### src/inc/tmc_regs.svh
// Purpose: register offsets, field positions, reset values and codes of the 16-bit timer/counter
// Assumes: byte-wide plain register port with a 3-bit address
// Notes: definitions only
`ifndef TMC_REGS_SVH
`define TMC_REGS_SVH

// register offsets
`define TMC_ADDR_COUNT_LOW 3'h0
`define TMC_ADDR_COUNT_HIGH 3'h1
`define TMC_ADDR_COUNTER_CONTROL 3'h2
`define TMC_ADDR_PERIPHERAL_FLAGS_TWO 3'h3
`define TMC_ADDR_PERIPHERAL_ENABLES_TWO 3'h4
`define TMC_ADDR_SECONDARY_TIMER_CONTROL 3'h5

// counter_control fields
`define TMC_CTRL_WIDE_ACCESS_ENABLE 7
`define TMC_CTRL_TIMER_PAIRING_HIGH 6
`define TMC_CTRL_DIVIDER_MSB 5
`define TMC_CTRL_DIVIDER_LSB 4
`define TMC_CTRL_TIMER_PAIRING_LOW 3
`define TMC_CTRL_EXT_SYNC_DISABLE 2
`define TMC_CTRL_COUNT_SOURCE_SELECT 1
`define TMC_CTRL_COUNTER_ON 0

// flag, enable and secondary oscillator fields
`define TMC_FLAGS_OVERFLOW 1
`define TMC_ENABLES_OVERFLOW_IRQ 1
`define TMC_SEC_OSC_ENABLE 3

// reset values
`define TMC_RST_BYTE 8'h00
`define TMC_RST_COUNT 16'h0000
`define TMC_RST_PRESCALE 3'h0

// codes
`define TMC_COUNT_MAX 16'hFFFF
`define TMC_MODE_SPECIAL_EVENT 4'hB
`define TMC_PAIR_ALL 2'h3
`define TMC_PAIR_THREE_UP 2'h2
`define TMC_PAIR_TWO_UP 2'h1
`define TMC_PAIR_NONE 2'h0

`endif

### src/inc/tmc_pkg.sv
// Purpose: shared types of the 16-bit timer/counter
// Assumes: nothing beyond the register header
// Notes: constants stay in tmc_regs.svh
package tmc_pkg;
    typedef logic [7:0] tmc_byte_t;
    typedef logic [15:0] tmc_count_t;
    typedef logic [2:0] tmc_addr_t;
    typedef enum logic [2:0] {
        TMC_SRC_INSTR = 3'b001,
        TMC_SRC_EXT = 3'b010,
        TMC_SRC_SOSC = 3'b100
    } tmc_src_e;
endpackage : tmc_pkg

### src/inc/tmc_edge_if.sv
// Purpose: carries rising-edge events of the outside count clocks to the counter
// Assumes: both ends on clk_i
// Notes: sync_disable steers the extra alignment stage
`timescale 1ns/100ps
interface tmc_edge_if;
    logic sync_disable;
    logic ext_rise;
    logic sosc_rise;
    modport src (input sync_disable, output ext_rise, output sosc_rise);
    modport snk (output sync_disable, input ext_rise, input sosc_rise);
endinterface : tmc_edge_if

### src/rtl/tmc_timer.sv
// Purpose: 16-bit up timer/counter with buffered wide access, prescaler and trigger reset
// Assumes: clk_i is the instruction clock; compare units share clk_i
// Notes: register reads answer one cycle after the read strobe
`timescale 1ns/100ps
`include "tmc_regs.svh"
module tmc_timer
    import tmc_pkg::*;
(
    input wire logic clk_i,
    input wire logic resetn_i,
    input wire logic [2:0] addr_i,
    input wire logic [7:0] wdata_i,
    input wire logic wr_i,
    input wire logic rd_i,
    output logic [7:0] rdata_o,
    input wire logic ext_clk_i,
    input wire logic sosc_i,
    input wire logic [3:0] cmp1_mode_i,
    input wire logic [15:0] cmp1_value_i,
    input wire logic [3:0] cmp2_mode_i,
    input wire logic [15:0] cmp2_value_i,
    input wire logic adc_enable_i,
    output logic adc_start_o,
    output logic irq_o,
    output logic [4:0] unit_assign_o,
    output logic [15:0] count_o
);
    tmc_byte_t ctrl_q;
    tmc_byte_t sec_ctrl_q;
    tmc_byte_t hbuf_q;
    tmc_byte_t hbuf_d;
    tmc_byte_t rdata_q;
    tmc_count_t count_q;
    tmc_count_t count_d;
    logic [2:0] pre_q;
    logic [2:0] pre_d;
    logic flag_q;
    logic ien_q;
    logic adc_start_q;
    tmc_src_e src;

    tmc_edge_if edge_if ();

    tmc_edge_det u_edge (
        .clk_i(clk_i),
        .resetn_i(resetn_i),
        .ext_clk_i(ext_clk_i),
        .sosc_i(sosc_i),
        .edge_if(edge_if)
    );

    // prescale terminal count for 1:1, 1:2, 1:4, 1:8
    function automatic logic [2:0] tmc_pre_limit(input logic [1:0] sel);
        tmc_pre_limit = 3'(({1'b0, 2'h0} + 3'h1 << sel) - 3'h1);
    endfunction : tmc_pre_limit

    function automatic logic tmc_is_trigger(input logic assigned, input logic [3:0] mode,
                                            input tmc_count_t value, input tmc_count_t cnt);
        tmc_is_trigger = assigned && (mode == `TMC_MODE_SPECIAL_EVENT) && (cnt == value);
    endfunction : tmc_is_trigger

    // decode
    wire wide = ctrl_q[`TMC_CTRL_WIDE_ACCESS_ENABLE];
    wire counter_on = ctrl_q[`TMC_CTRL_COUNTER_ON];
    wire cs = ctrl_q[`TMC_CTRL_COUNT_SOURCE_SELECT];
    wire osc_en = sec_ctrl_q[`TMC_SEC_OSC_ENABLE];
    wire [1:0] div_sel = ctrl_q[`TMC_CTRL_DIVIDER_MSB:`TMC_CTRL_DIVIDER_LSB];
    wire [1:0] pairing = {ctrl_q[`TMC_CTRL_TIMER_PAIRING_HIGH], ctrl_q[`TMC_CTRL_TIMER_PAIRING_LOW]};
    wire wr_low = wr_i && (addr_i == `TMC_ADDR_COUNT_LOW);
    wire wr_high = wr_i && (addr_i == `TMC_ADDR_COUNT_HIGH);
    wire wr_ctrl = wr_i && (addr_i == `TMC_ADDR_COUNTER_CONTROL);
    wire wr_flags = wr_i && (addr_i == `TMC_ADDR_PERIPHERAL_FLAGS_TWO);
    wire wr_ien = wr_i && (addr_i == `TMC_ADDR_PERIPHERAL_ENABLES_TWO);
    wire wr_sec = wr_i && (addr_i == `TMC_ADDR_SECONDARY_TIMER_CONTROL);
    wire rd_low = rd_i && (addr_i == `TMC_ADDR_COUNT_LOW);
    wire wr_count = wr_low || (wr_high && !wide);

    // unit bit i means compare unit i+1 runs on this counter
    assign unit_assign_o = (pairing == `TMC_PAIR_ALL) ? 5'h1F :
                           (pairing == `TMC_PAIR_TWO_UP) ? 5'h1E :
                           (pairing == `TMC_PAIR_THREE_UP) ? 5'h1C : 5'h00;

    // clock source choice; sync bit matters for both the external and secondary oscillator paths
    assign src = !cs ? TMC_SRC_INSTR : (osc_en ? TMC_SRC_SOSC : TMC_SRC_EXT);
    assign edge_if.sync_disable = ctrl_q[`TMC_CTRL_EXT_SYNC_DISABLE];
    wire src_edge = (src == TMC_SRC_INSTR) ? 1'b1 :
                    (src == TMC_SRC_SOSC) ? edge_if.sosc_rise : edge_if.ext_rise;
    wire pre_hit = src_edge && (pre_q == tmc_pre_limit(div_sel));
    wire advance = counter_on && pre_hit;

    // trigger fires on the tick leaving the compare value, so count runs 0..value
    wire trig1 = advance && tmc_is_trigger(unit_assign_o[0], cmp1_mode_i, cmp1_value_i, count_q);
    wire trig2 = advance && tmc_is_trigger(unit_assign_o[1], cmp2_mode_i, cmp2_value_i, count_q);
    wire trig = trig1 || trig2;
    // a trigger at FFFFh is a reset, not a wrap
    wire wrap = advance && !trig && !wr_count && (count_q == `TMC_COUNT_MAX);

    always_comb begin
        count_d = count_q;
        if (wr_low) begin
            count_d = {wide ? hbuf_q : count_q[15:8], wdata_i};
        end else if (wr_high && !wide) begin
            count_d = {wdata_i, count_q[7:0]};
        end else if (trig) begin
            count_d = `TMC_RST_COUNT;
        end else if (advance) begin
            count_d = count_q + 16'h0001;
        end
    end

    always_comb begin
        hbuf_d = hbuf_q;
        if (wide && wr_high) begin
            hbuf_d = wdata_i;
        end else if (wide && rd_low) begin
            hbuf_d = count_q[15:8];
        end
    end

    always_comb begin
        pre_d = pre_q;
        if (wr_low) begin
            pre_d = `TMC_RST_PRESCALE;
        end else if (counter_on && src_edge) begin
            pre_d = pre_hit ? `TMC_RST_PRESCALE : pre_q + 3'h1;
        end
    end

    // read mux; wide mode hides the live high byte behind the buffer
    wire [7:0] rd_mux =
        (addr_i == `TMC_ADDR_COUNT_LOW) ? count_q[7:0] :
        (addr_i == `TMC_ADDR_COUNT_HIGH) ? (wide ? hbuf_q : count_q[15:8]) :
        (addr_i == `TMC_ADDR_COUNTER_CONTROL) ? ctrl_q :
        (addr_i == `TMC_ADDR_PERIPHERAL_FLAGS_TWO) ? {6'h00, flag_q, 1'b0} :
        (addr_i == `TMC_ADDR_PERIPHERAL_ENABLES_TWO) ? {6'h00, ien_q, 1'b0} :
        (addr_i == `TMC_ADDR_SECONDARY_TIMER_CONTROL) ? sec_ctrl_q : 8'h00;

    always_ff @(posedge clk_i) begin
        if (!resetn_i) begin
            count_q <= `TMC_RST_COUNT;
            hbuf_q <= `TMC_RST_BYTE;
            pre_q <= `TMC_RST_PRESCALE;
        end else begin
            count_q <= count_d;
            hbuf_q <= hbuf_d;
            pre_q <= pre_d;
        end
    end

    always_ff @(posedge clk_i) begin
        if (!resetn_i) begin
            ctrl_q <= `TMC_RST_BYTE;
            sec_ctrl_q <= `TMC_RST_BYTE;
            ien_q <= 1'b0;
        end else begin
            ctrl_q <= wr_ctrl ? wdata_i : ctrl_q;
            sec_ctrl_q <= wr_sec ? wdata_i : sec_ctrl_q;
            ien_q <= wr_ien ? wdata_i[`TMC_ENABLES_OVERFLOW_IRQ] : ien_q;
        end
    end

    // a wrap in the clearing cycle still lands
    wire flag_d = wrap || (wr_flags ? wdata_i[`TMC_FLAGS_OVERFLOW] : flag_q);

    always_ff @(posedge clk_i) begin
        if (!resetn_i) begin
            flag_q <= 1'b0;
            adc_start_q <= 1'b0;
            rdata_q <= `TMC_RST_BYTE;
        end else begin
            flag_q <= flag_d;
            adc_start_q <= trig2 && !wr_count && adc_enable_i;
            rdata_q <= rd_i ? rd_mux : `TMC_RST_BYTE;
        end
    end

    assign rdata_o = rdata_q;
    assign count_o = count_q;
    assign adc_start_o = adc_start_q;
    assign irq_o = flag_q && ien_q;
endmodule : tmc_timer

### src/rtl/tmc_edge_det.sv
// Purpose: synchronise the external and secondary oscillator pins and find rising edges
// Assumes: pins are asynchronous to clk_i
// Notes: two flip-flops always guard the pins; sync mode adds one aligning stage
`timescale 1ns/100ps
module tmc_edge_det (
    input wire logic clk_i,
    input wire logic resetn_i,
    input wire logic ext_clk_i,
    input wire logic sosc_i,
    tmc_edge_if.src edge_if
);
    logic [2:0] ext_q;
    logic [2:0] sosc_q;
    logic ext_rise_q;
    logic sosc_rise_q;
    wire ext_rise_now = ext_q[1] & ~ext_q[2];
    wire sosc_rise_now = sosc_q[1] & ~sosc_q[2];

    always_ff @(posedge clk_i) begin
        if (!resetn_i) begin
            ext_q <= 3'h0;
            sosc_q <= 3'h0;
            ext_rise_q <= 1'b0;
            sosc_rise_q <= 1'b0;
        end else begin
            ext_q <= {ext_q[1:0], ext_clk_i};
            sosc_q <= {sosc_q[1:0], sosc_i};
            ext_rise_q <= ext_rise_now;
            sosc_rise_q <= sosc_rise_now;
        end
    end

    // bypass skips only the aligning stage; pins still need the metastability guard
    assign edge_if.ext_rise = edge_if.sync_disable ? ext_rise_now : ext_rise_q;
    assign edge_if.sosc_rise = edge_if.sync_disable ? sosc_rise_now : sosc_rise_q;
endmodule : tmc_edge_det

### config.mk
export PLATFORM = sky130hd
export DESIGN_NAME = tmc_timer
export DESIGN_NICKNAME = d
export VERILOG_FILES = /design/src/inc/tmc_pkg.sv /design/src/inc/tmc_edge_if.sv /design/src/rtl/tmc_timer.sv /design/src/rtl/tmc_edge_det.sv
export VERILOG_INCLUDE_DIRS = /design/src /design/src/inc
export SDC_FILE = /design/constraint.sdc
export NUM_CORES = 1
export LEC_CHECK = 0
export BUFFER_PORTS_ARGS = -buffer_cell sky130_fd_sc_hd__buf_2
export CORE_AREA = 5 5 87 89
export DETAILED_ROUTE_END_ITERATION = 12
export DIE_AREA = 0 0 92 94
export PLACE_DENSITY = 0.88
export SYNTH_ARGS = -nofsm -noshare
export SYNTH_HDL_FRONTEND = slang
export SYNTH_SLANG_ARGS = --single-unit
### constraint.sdc
create_clock -name clk_i -period 3.1 [get_ports clk_i]
set_input_delay 0.62 -clock clk_i [delete_from_list [all_inputs] [get_ports clk_i]]
set_output_delay 0.62 -clock clk_i [all_outputs]
set_load 0.02 [all_outputs]
=== Word level (Yosys, flattened, before mapping) ===
Cells that the tools add are included.

* Add/subtract/negate cells: 3
* Equality and inequality tests: 17
* Shifts and indexed selects: 1
* Muxes and demuxes: 24
* Bitwise operators: 5
* Reductions and logical operators: 38

{| class="wikitable"
|+ Operator list
! cell !! number
|-
| $mux 8 || 9
|-
| $mux 16 || 4
|-
| $eq 16x16->1 || 2
|-
| $logic_and 1x1->1 || 25
|-
| $add 16x1->16 const B || 1
|-
| $eq 16x16->1 const B || 1
|-
| $mux 5 || 3
|-
| $eq 3x3->1 const B || 3
|-
| $mux 3 || 3
|-
| $eq 4x4->1 const B || 2
|-
| $eq 3x1->1 const B || 2
|-
| $eq 3x2->1 const B || 2
|-
| $mux 1 || 5
|-
| $eq 2x2->1 const B || 2
|-
| $reduce_and 2->1 || 2
|-
| $reduce_bool 4->1 || 1
|-
| $add 3x1->3 const B || 1
|-
| $eq 3x3->1 || 1
|-
| $logic_not 1->1 || 3
|-
| $logic_not 3->1 || 1
|-
| $logic_or 1x1->1 || 3
|-
| $not 1->1 || 3
|-
| $reduce_bool 3->1 || 1
|-
| $shl 1x2->3 const A || 1
|-
| other kinds (6) || 7
|}

* Bits in registers: 62
* Logic and storage cells: 102

=== Depth between registers and ports, before layout ===
* Depth in word-level cells: 14
* Gate-level depth with buffers: 10

=== By module ===
From an unflattened synthesis, not the netlist that was laid out.

* Cells, all modules: 480
* Area, all modules: 3803.6 um^2

{| class="wikitable"
|+ By module, submodules not included
! module !! times used !! cells an instance !! area each (um^2) !! seq. area each (um^2)
|-
| tmc_timer || 1 || 458 || 3548.4 || 1081.0
|-
| tmc_edge_det || 1 || 22 || 255.2 || 160.2
|}

=== Worst setup path after synthesis ===
No wires, ideal clock.

* Path kind: input to register
* Start: in addr_i[1]
* End: reg count_q[3], in the netlist count_o[3]
* Arrival time: 2.040 ns
* Slack: 0.982 ns
* Stages on the path: 9
* Buffers on the path: 3
* Path through: buf_2 > nand2b_1 > buf_6 > or3_1 > buf_2 > nand4b_1 > o21a_1 > a21oi_1 > nor3_1

* Longest elaborated chain between the ends: 5
* Elaborated cells on any way between the ends: 9

{| class="wikitable"
|+ Ends and longest elaborated chain
! item !! line !! source
|-
| start, declared || tmc_timer.sv:11 || <nowiki>input wire logic [2:0] addr_i,</nowiki>
|-
| $eq 3x1->1 (no line) || -- ||
|-
| $logic_and 1x1->1 || tmc_timer.sv:70 || <nowiki>wire wr_high = wr_i && (addr_i == `TMC_ADDR_COUNT_HIGH);</nowiki>
|-
| $logic_and 1x1->1 || tmc_timer.sv:102 || <nowiki>end else if (wr_high && !wide) begin</nowiki>
|-
| $ne 2x2->1 (no line) || -- ||
|-
| $reduce_and 2->1 (no line) || -- ||
|-
| end signal, assigned || tmc_timer.sv:140 || <nowiki>count_q <= `TMC_RST_COUNT;</nowiki>
|-
| end signal, assigned || tmc_timer.sv:144 || <nowiki>count_q <= count_d;</nowiki>
|-
| end, declared || tmc_timer.sv:33 || <nowiki>tmc_count_t count_q;</nowiki>
|}

Several ways; a longest one is shown, not always the timed one.
A chain may end at the register's enable or synchronous reset.

=== Worst setup path in the final report ===
* Start: reg count_q[0], in the netlist count_o[0]
* End: reg count_q[8], in the netlist count_o[8]

* Longest elaborated chain between the ends: 7
* Elaborated cells on any way between the ends: 13

{| class="wikitable"
|+ Ends and longest elaborated chain
! item
|-
| parallel branches: the longest is 7 deep, another holds $add 16x1->16
|}

Several ways; the timed one is not identified. The select of a mux whose other input is x is not followed.

==> flow_summary.json <==
{
  "die_y_um": 94,
  "syn_area_per_cell_um2": 8.05,
  "worst_pin_slew_ns": 0.926,
  "ys.flop_type": "dfxtp_1",
  "slew_viol_final": 0,
  "drc": 0,
  "period_needed_ns": 2.44,
  "antenna_left": 0,
  "synth_xor_area_share_pct": 9.92,
  "drive_above_1_share_pct": 23.3,
  "slew_headroom_pct": 37.8,
  "clock.fmax_mhz": 410,
  "syn_to_final_growth_pct": 14.8,
  "status": "finished clean",
  "critPathRequiredTime_ns": 3.38,
  "clockBufferDepth": 2,
  "grt_pass1_wl_mm": 18.8,
  "hold_path_class": "flip-flop to flip-flop",
  "synth_top_family_by_area": "simple AND/OR/NAND/NOR gates",
  "fin_setup_tns_ns": 0,
  "track_usage_pct": 27.8,
  "yosysSeqAreaShare_pct": 32.7,
  "arrival_ns": 2.72,
  "ys_async_sr_fraction_pct": 0,
  "grt_start_max_net_pins": 21,
  "synthCells": 472,
  "cts_sinks": 62,
  "share_comb_of_total_power_pct": 13.2,
  "dpl.hpwl_mm": 8.61,
  "grt_overflow": 0,
  "fin_hold_ws_ns": 0.407,
  "cts_tree": "done",
  "cts-htree-levels": 3,
  "place_congestion": 0.966,
  "synth_compound_area_share_pct": 17.6,
  "synth_adder_area_share_pct": 0.659,
  "insertion_delay_ns": 0.35,
  "cts_buffers": 9,
  "die_x_um": 92,
  "cts_hold_buffers": 0,
  "internal-power_w": 0.00122,
  "skew_ns": 0.00656,
  "io_pins": 89,
  "cts_setup_buffers": 0,
  "crit_type": "flip-flop to flip-flop",
  "p_switching_w": 0.000518,
  "setup_viol": 0,
  "path_clk_slew_ns": 0.08,
  "startpoint_type": "flip-flop",
  "synth-edff-count": 0,
  "totalWireLength_mm": 11.7,
  "rows": 30,
  "pwr-share-seq_pct": 48.8,
  "end_kind": "flip-flop",
  "io_buffers": 88,
  "muxShareOfSynthArea_pct": 6.69,
  "p_sw_share_pct": 29.8,
  "cap_violations": 0,
  "synth_nets": 532,
  "wl_per_cell_um": 18.8,
  "vias": 3940,
  "rsz0062_at_grt": "no",
  "pwr-share-clk_pct": 38.0,
  "synth_simple_gate_area_share_pct": 26.4,
  "cts_root_buf": "clkbuf_8",
  "fp.dieArea_um2": 8650,
  "critPathMaxFanout": 7,
  "yosys_warnings": 0,
  "core_region_area_um2": 6680,
  "syn_area_um2": 3800,
  "yosysUniqueCellTypes": 61,
  "ys_seq_elements": 62,
  "fin_crit_sh_pct": 78.6,
  "firstDrtPassIters": 5,
  "grt_pass1_vias": 3752,
  "antenna_found_initial": 0,
  "p_leak_nw": 1.75,
  "via_per_inst": 6.30,
  "initial_core_util_pct": 56.8,
  "vdd_ir_drop_max_v": 0.000277,
  "cts.repair.resized": 0,
  "nNetsFinal": 600,
  "diodes": 0,
  "drtIter0Drc": 365,
  "power_density_nw_per_um2": 399,
  "hold_viol": 0
}
## logic make-up (layout without fill, tap and decap cells)
| kind of cell | after synthesis | after routing |
|---|---|---|
| simple gates | 194 | 194 |
| compound gates | 104 | 104 |
| flops | 62 | 62 |
| xor+xnor | 43 | 43 |
| buf+inv | 43 | 116 |
| mux | 24 | 24 |
| fa+ha+maj | 2 | 2 |
## worst paths after layout
check	startpoint	endpoint	slack, ns	cells after the start
max	count_o[0]$_SDFFE_PN0P_	count_o[8]$_SDFFE_PN0P_	0.66	8
min	u_edge.ext_q[2]$_SDFF_PN0_	u_edge.ext_rise_q$_SDFF_PN0_	0.41	1
max reg2reg	count_o[0]$_SDFFE_PN0P_	count_o[8]$_SDFFE_PN0P_	0.66	8
min reg2reg	u_edge.ext_q[2]$_SDFF_PN0_	u_edge.ext_rise_q$_SDFF_PN0_	0.41	1
## metal layers
metal | routed length (um) | GRT usage (%) | vias to the layer above
met3 | 1070 | 8.57 | 46
met2 | 5750 | 46.1 | 216
met1 | 4500 | 33.1 | 1868
met5 | 0 | 0 | -
li1 | - | - | 1810
met4 | 421 | 12.7 | 0
## metrics by stage
| step | util (%) | power, W | std cells | cell area, um2 | setup WS, ns |
|---|---|---|---|---|---|
| floorplan | - | 0.00100 | 472 | 3800 | 0.982 |
| global placement | 62.5 | 0.00108 | 609 | 4180 | 0.709 |
| finish | 65.2 | 0.00174 | 625 | 4360 | 0.662 |
| global route | 65.2 | 0.00181 | 625 | 4360 | 0.468 |
| detailed placement | 62.5 | 0.00109 | 609 | 4180 | 0.604 |
| CTS | 65.2 | 0.00174 | 625 | 4360 | 0.730 |
## flip-flops by register name, indices dropped and copies added, names as in the netlist, 3 cells and up
name	count
u_edge.ext_q	3
u_edge.sosc_q	3
count_o	16
rdata_o	8
hbuf_q	8
pre_q	3
sec_ctrl_q	8
ctrl_q	8
## placed cells by master (no fill, tap or decap), types with 3 or more instances in the layout
cell,n
o22a_1,6
nand2_1,58
and2_1,10
inv_1,5
nand3_1,15
clkbuf_8,10
nor2b_1,7
a21oi_1,45
nand4_1,9
nor4_1,10
o21ai_0,17
dfxtp_1,62
a221oi_1,3
xor2_1,34
mux2i_1,22
nor2_1,48
or3_1,4
buf_4,6
buf_2,88
nor3_1,8
a31oi_1,3
xnor2_1,9
a211oi_1,6
o21a_1,3
a22oi_1,8
## cells in the mapped netlist (all sizes together) (2+ instances only)
cell type,number,area (um2)
a22oi,8,60.1
nand3,16,92.6
a21oi,45,225
a211oi,6,45.0
dfxtp,62,1240
buf,26,166
nand2b,4,35.0
nor2b,8,57.6
ha,2,25.0
o2bb2ai,2,17.5
clkbuf,11,41.3
mux2i,22,220
nor3,10,60.1
nand2,58,218
o2bb2a,2,20.0
inv,5,18.8
nand3b,2,15.0
a31oi,3,18.8
nand4b,2,17.5
xor2,34,298
and4,2,18.8
o22a,6,52.6
o21a,3,22.5
nor4,11,75.1
and2,10,62.6
and3,2,12.5
xnor2,9,78.8
nor2,48,180
or3,4,25.0
a221oi,3,26.3
o21ai,20,108
nand4,10,68.8
## power by group through the flow
stage | Combinational, W | Sequential, W | Clock, W
4_1_cts | 0.000225 | 0.000848 | 0.000663
5_1_grt | 0.000248 | 0.000852 | 0.000708
3_5_place_dp | 0.000224 | 0.000867 | 0
3_3_place_gp | 0.000217 | 0.000866 | 0
6_report | 0.000229 | 0.000850 | 0.000661
2_1_floorplan | 0.000149 | 0.000853 | 0
## critical path: stages (launching register included)
cell and delay (ns):
dfxtp_1 0.59, ha_1 0.29, nand2_1 0.12, nor2_1 0.37, nand2_1 0.13, xor2_1 0.17
a2111oi_0 0.46, a221oi_1 0.14, nor2_1 0.10
## final cells by class
type,instances,area (um2)
Timing Repair Buffer,94,485
Sequential cell,62,1240
Inverter,6,22.5
Clock inverter,6,46.3
Fill cell,551,2320
Tap cell,80,100
Clock buffer,10,138
Multi-Input combinational cell,367,2330
(Power assumes the default switching activity.)
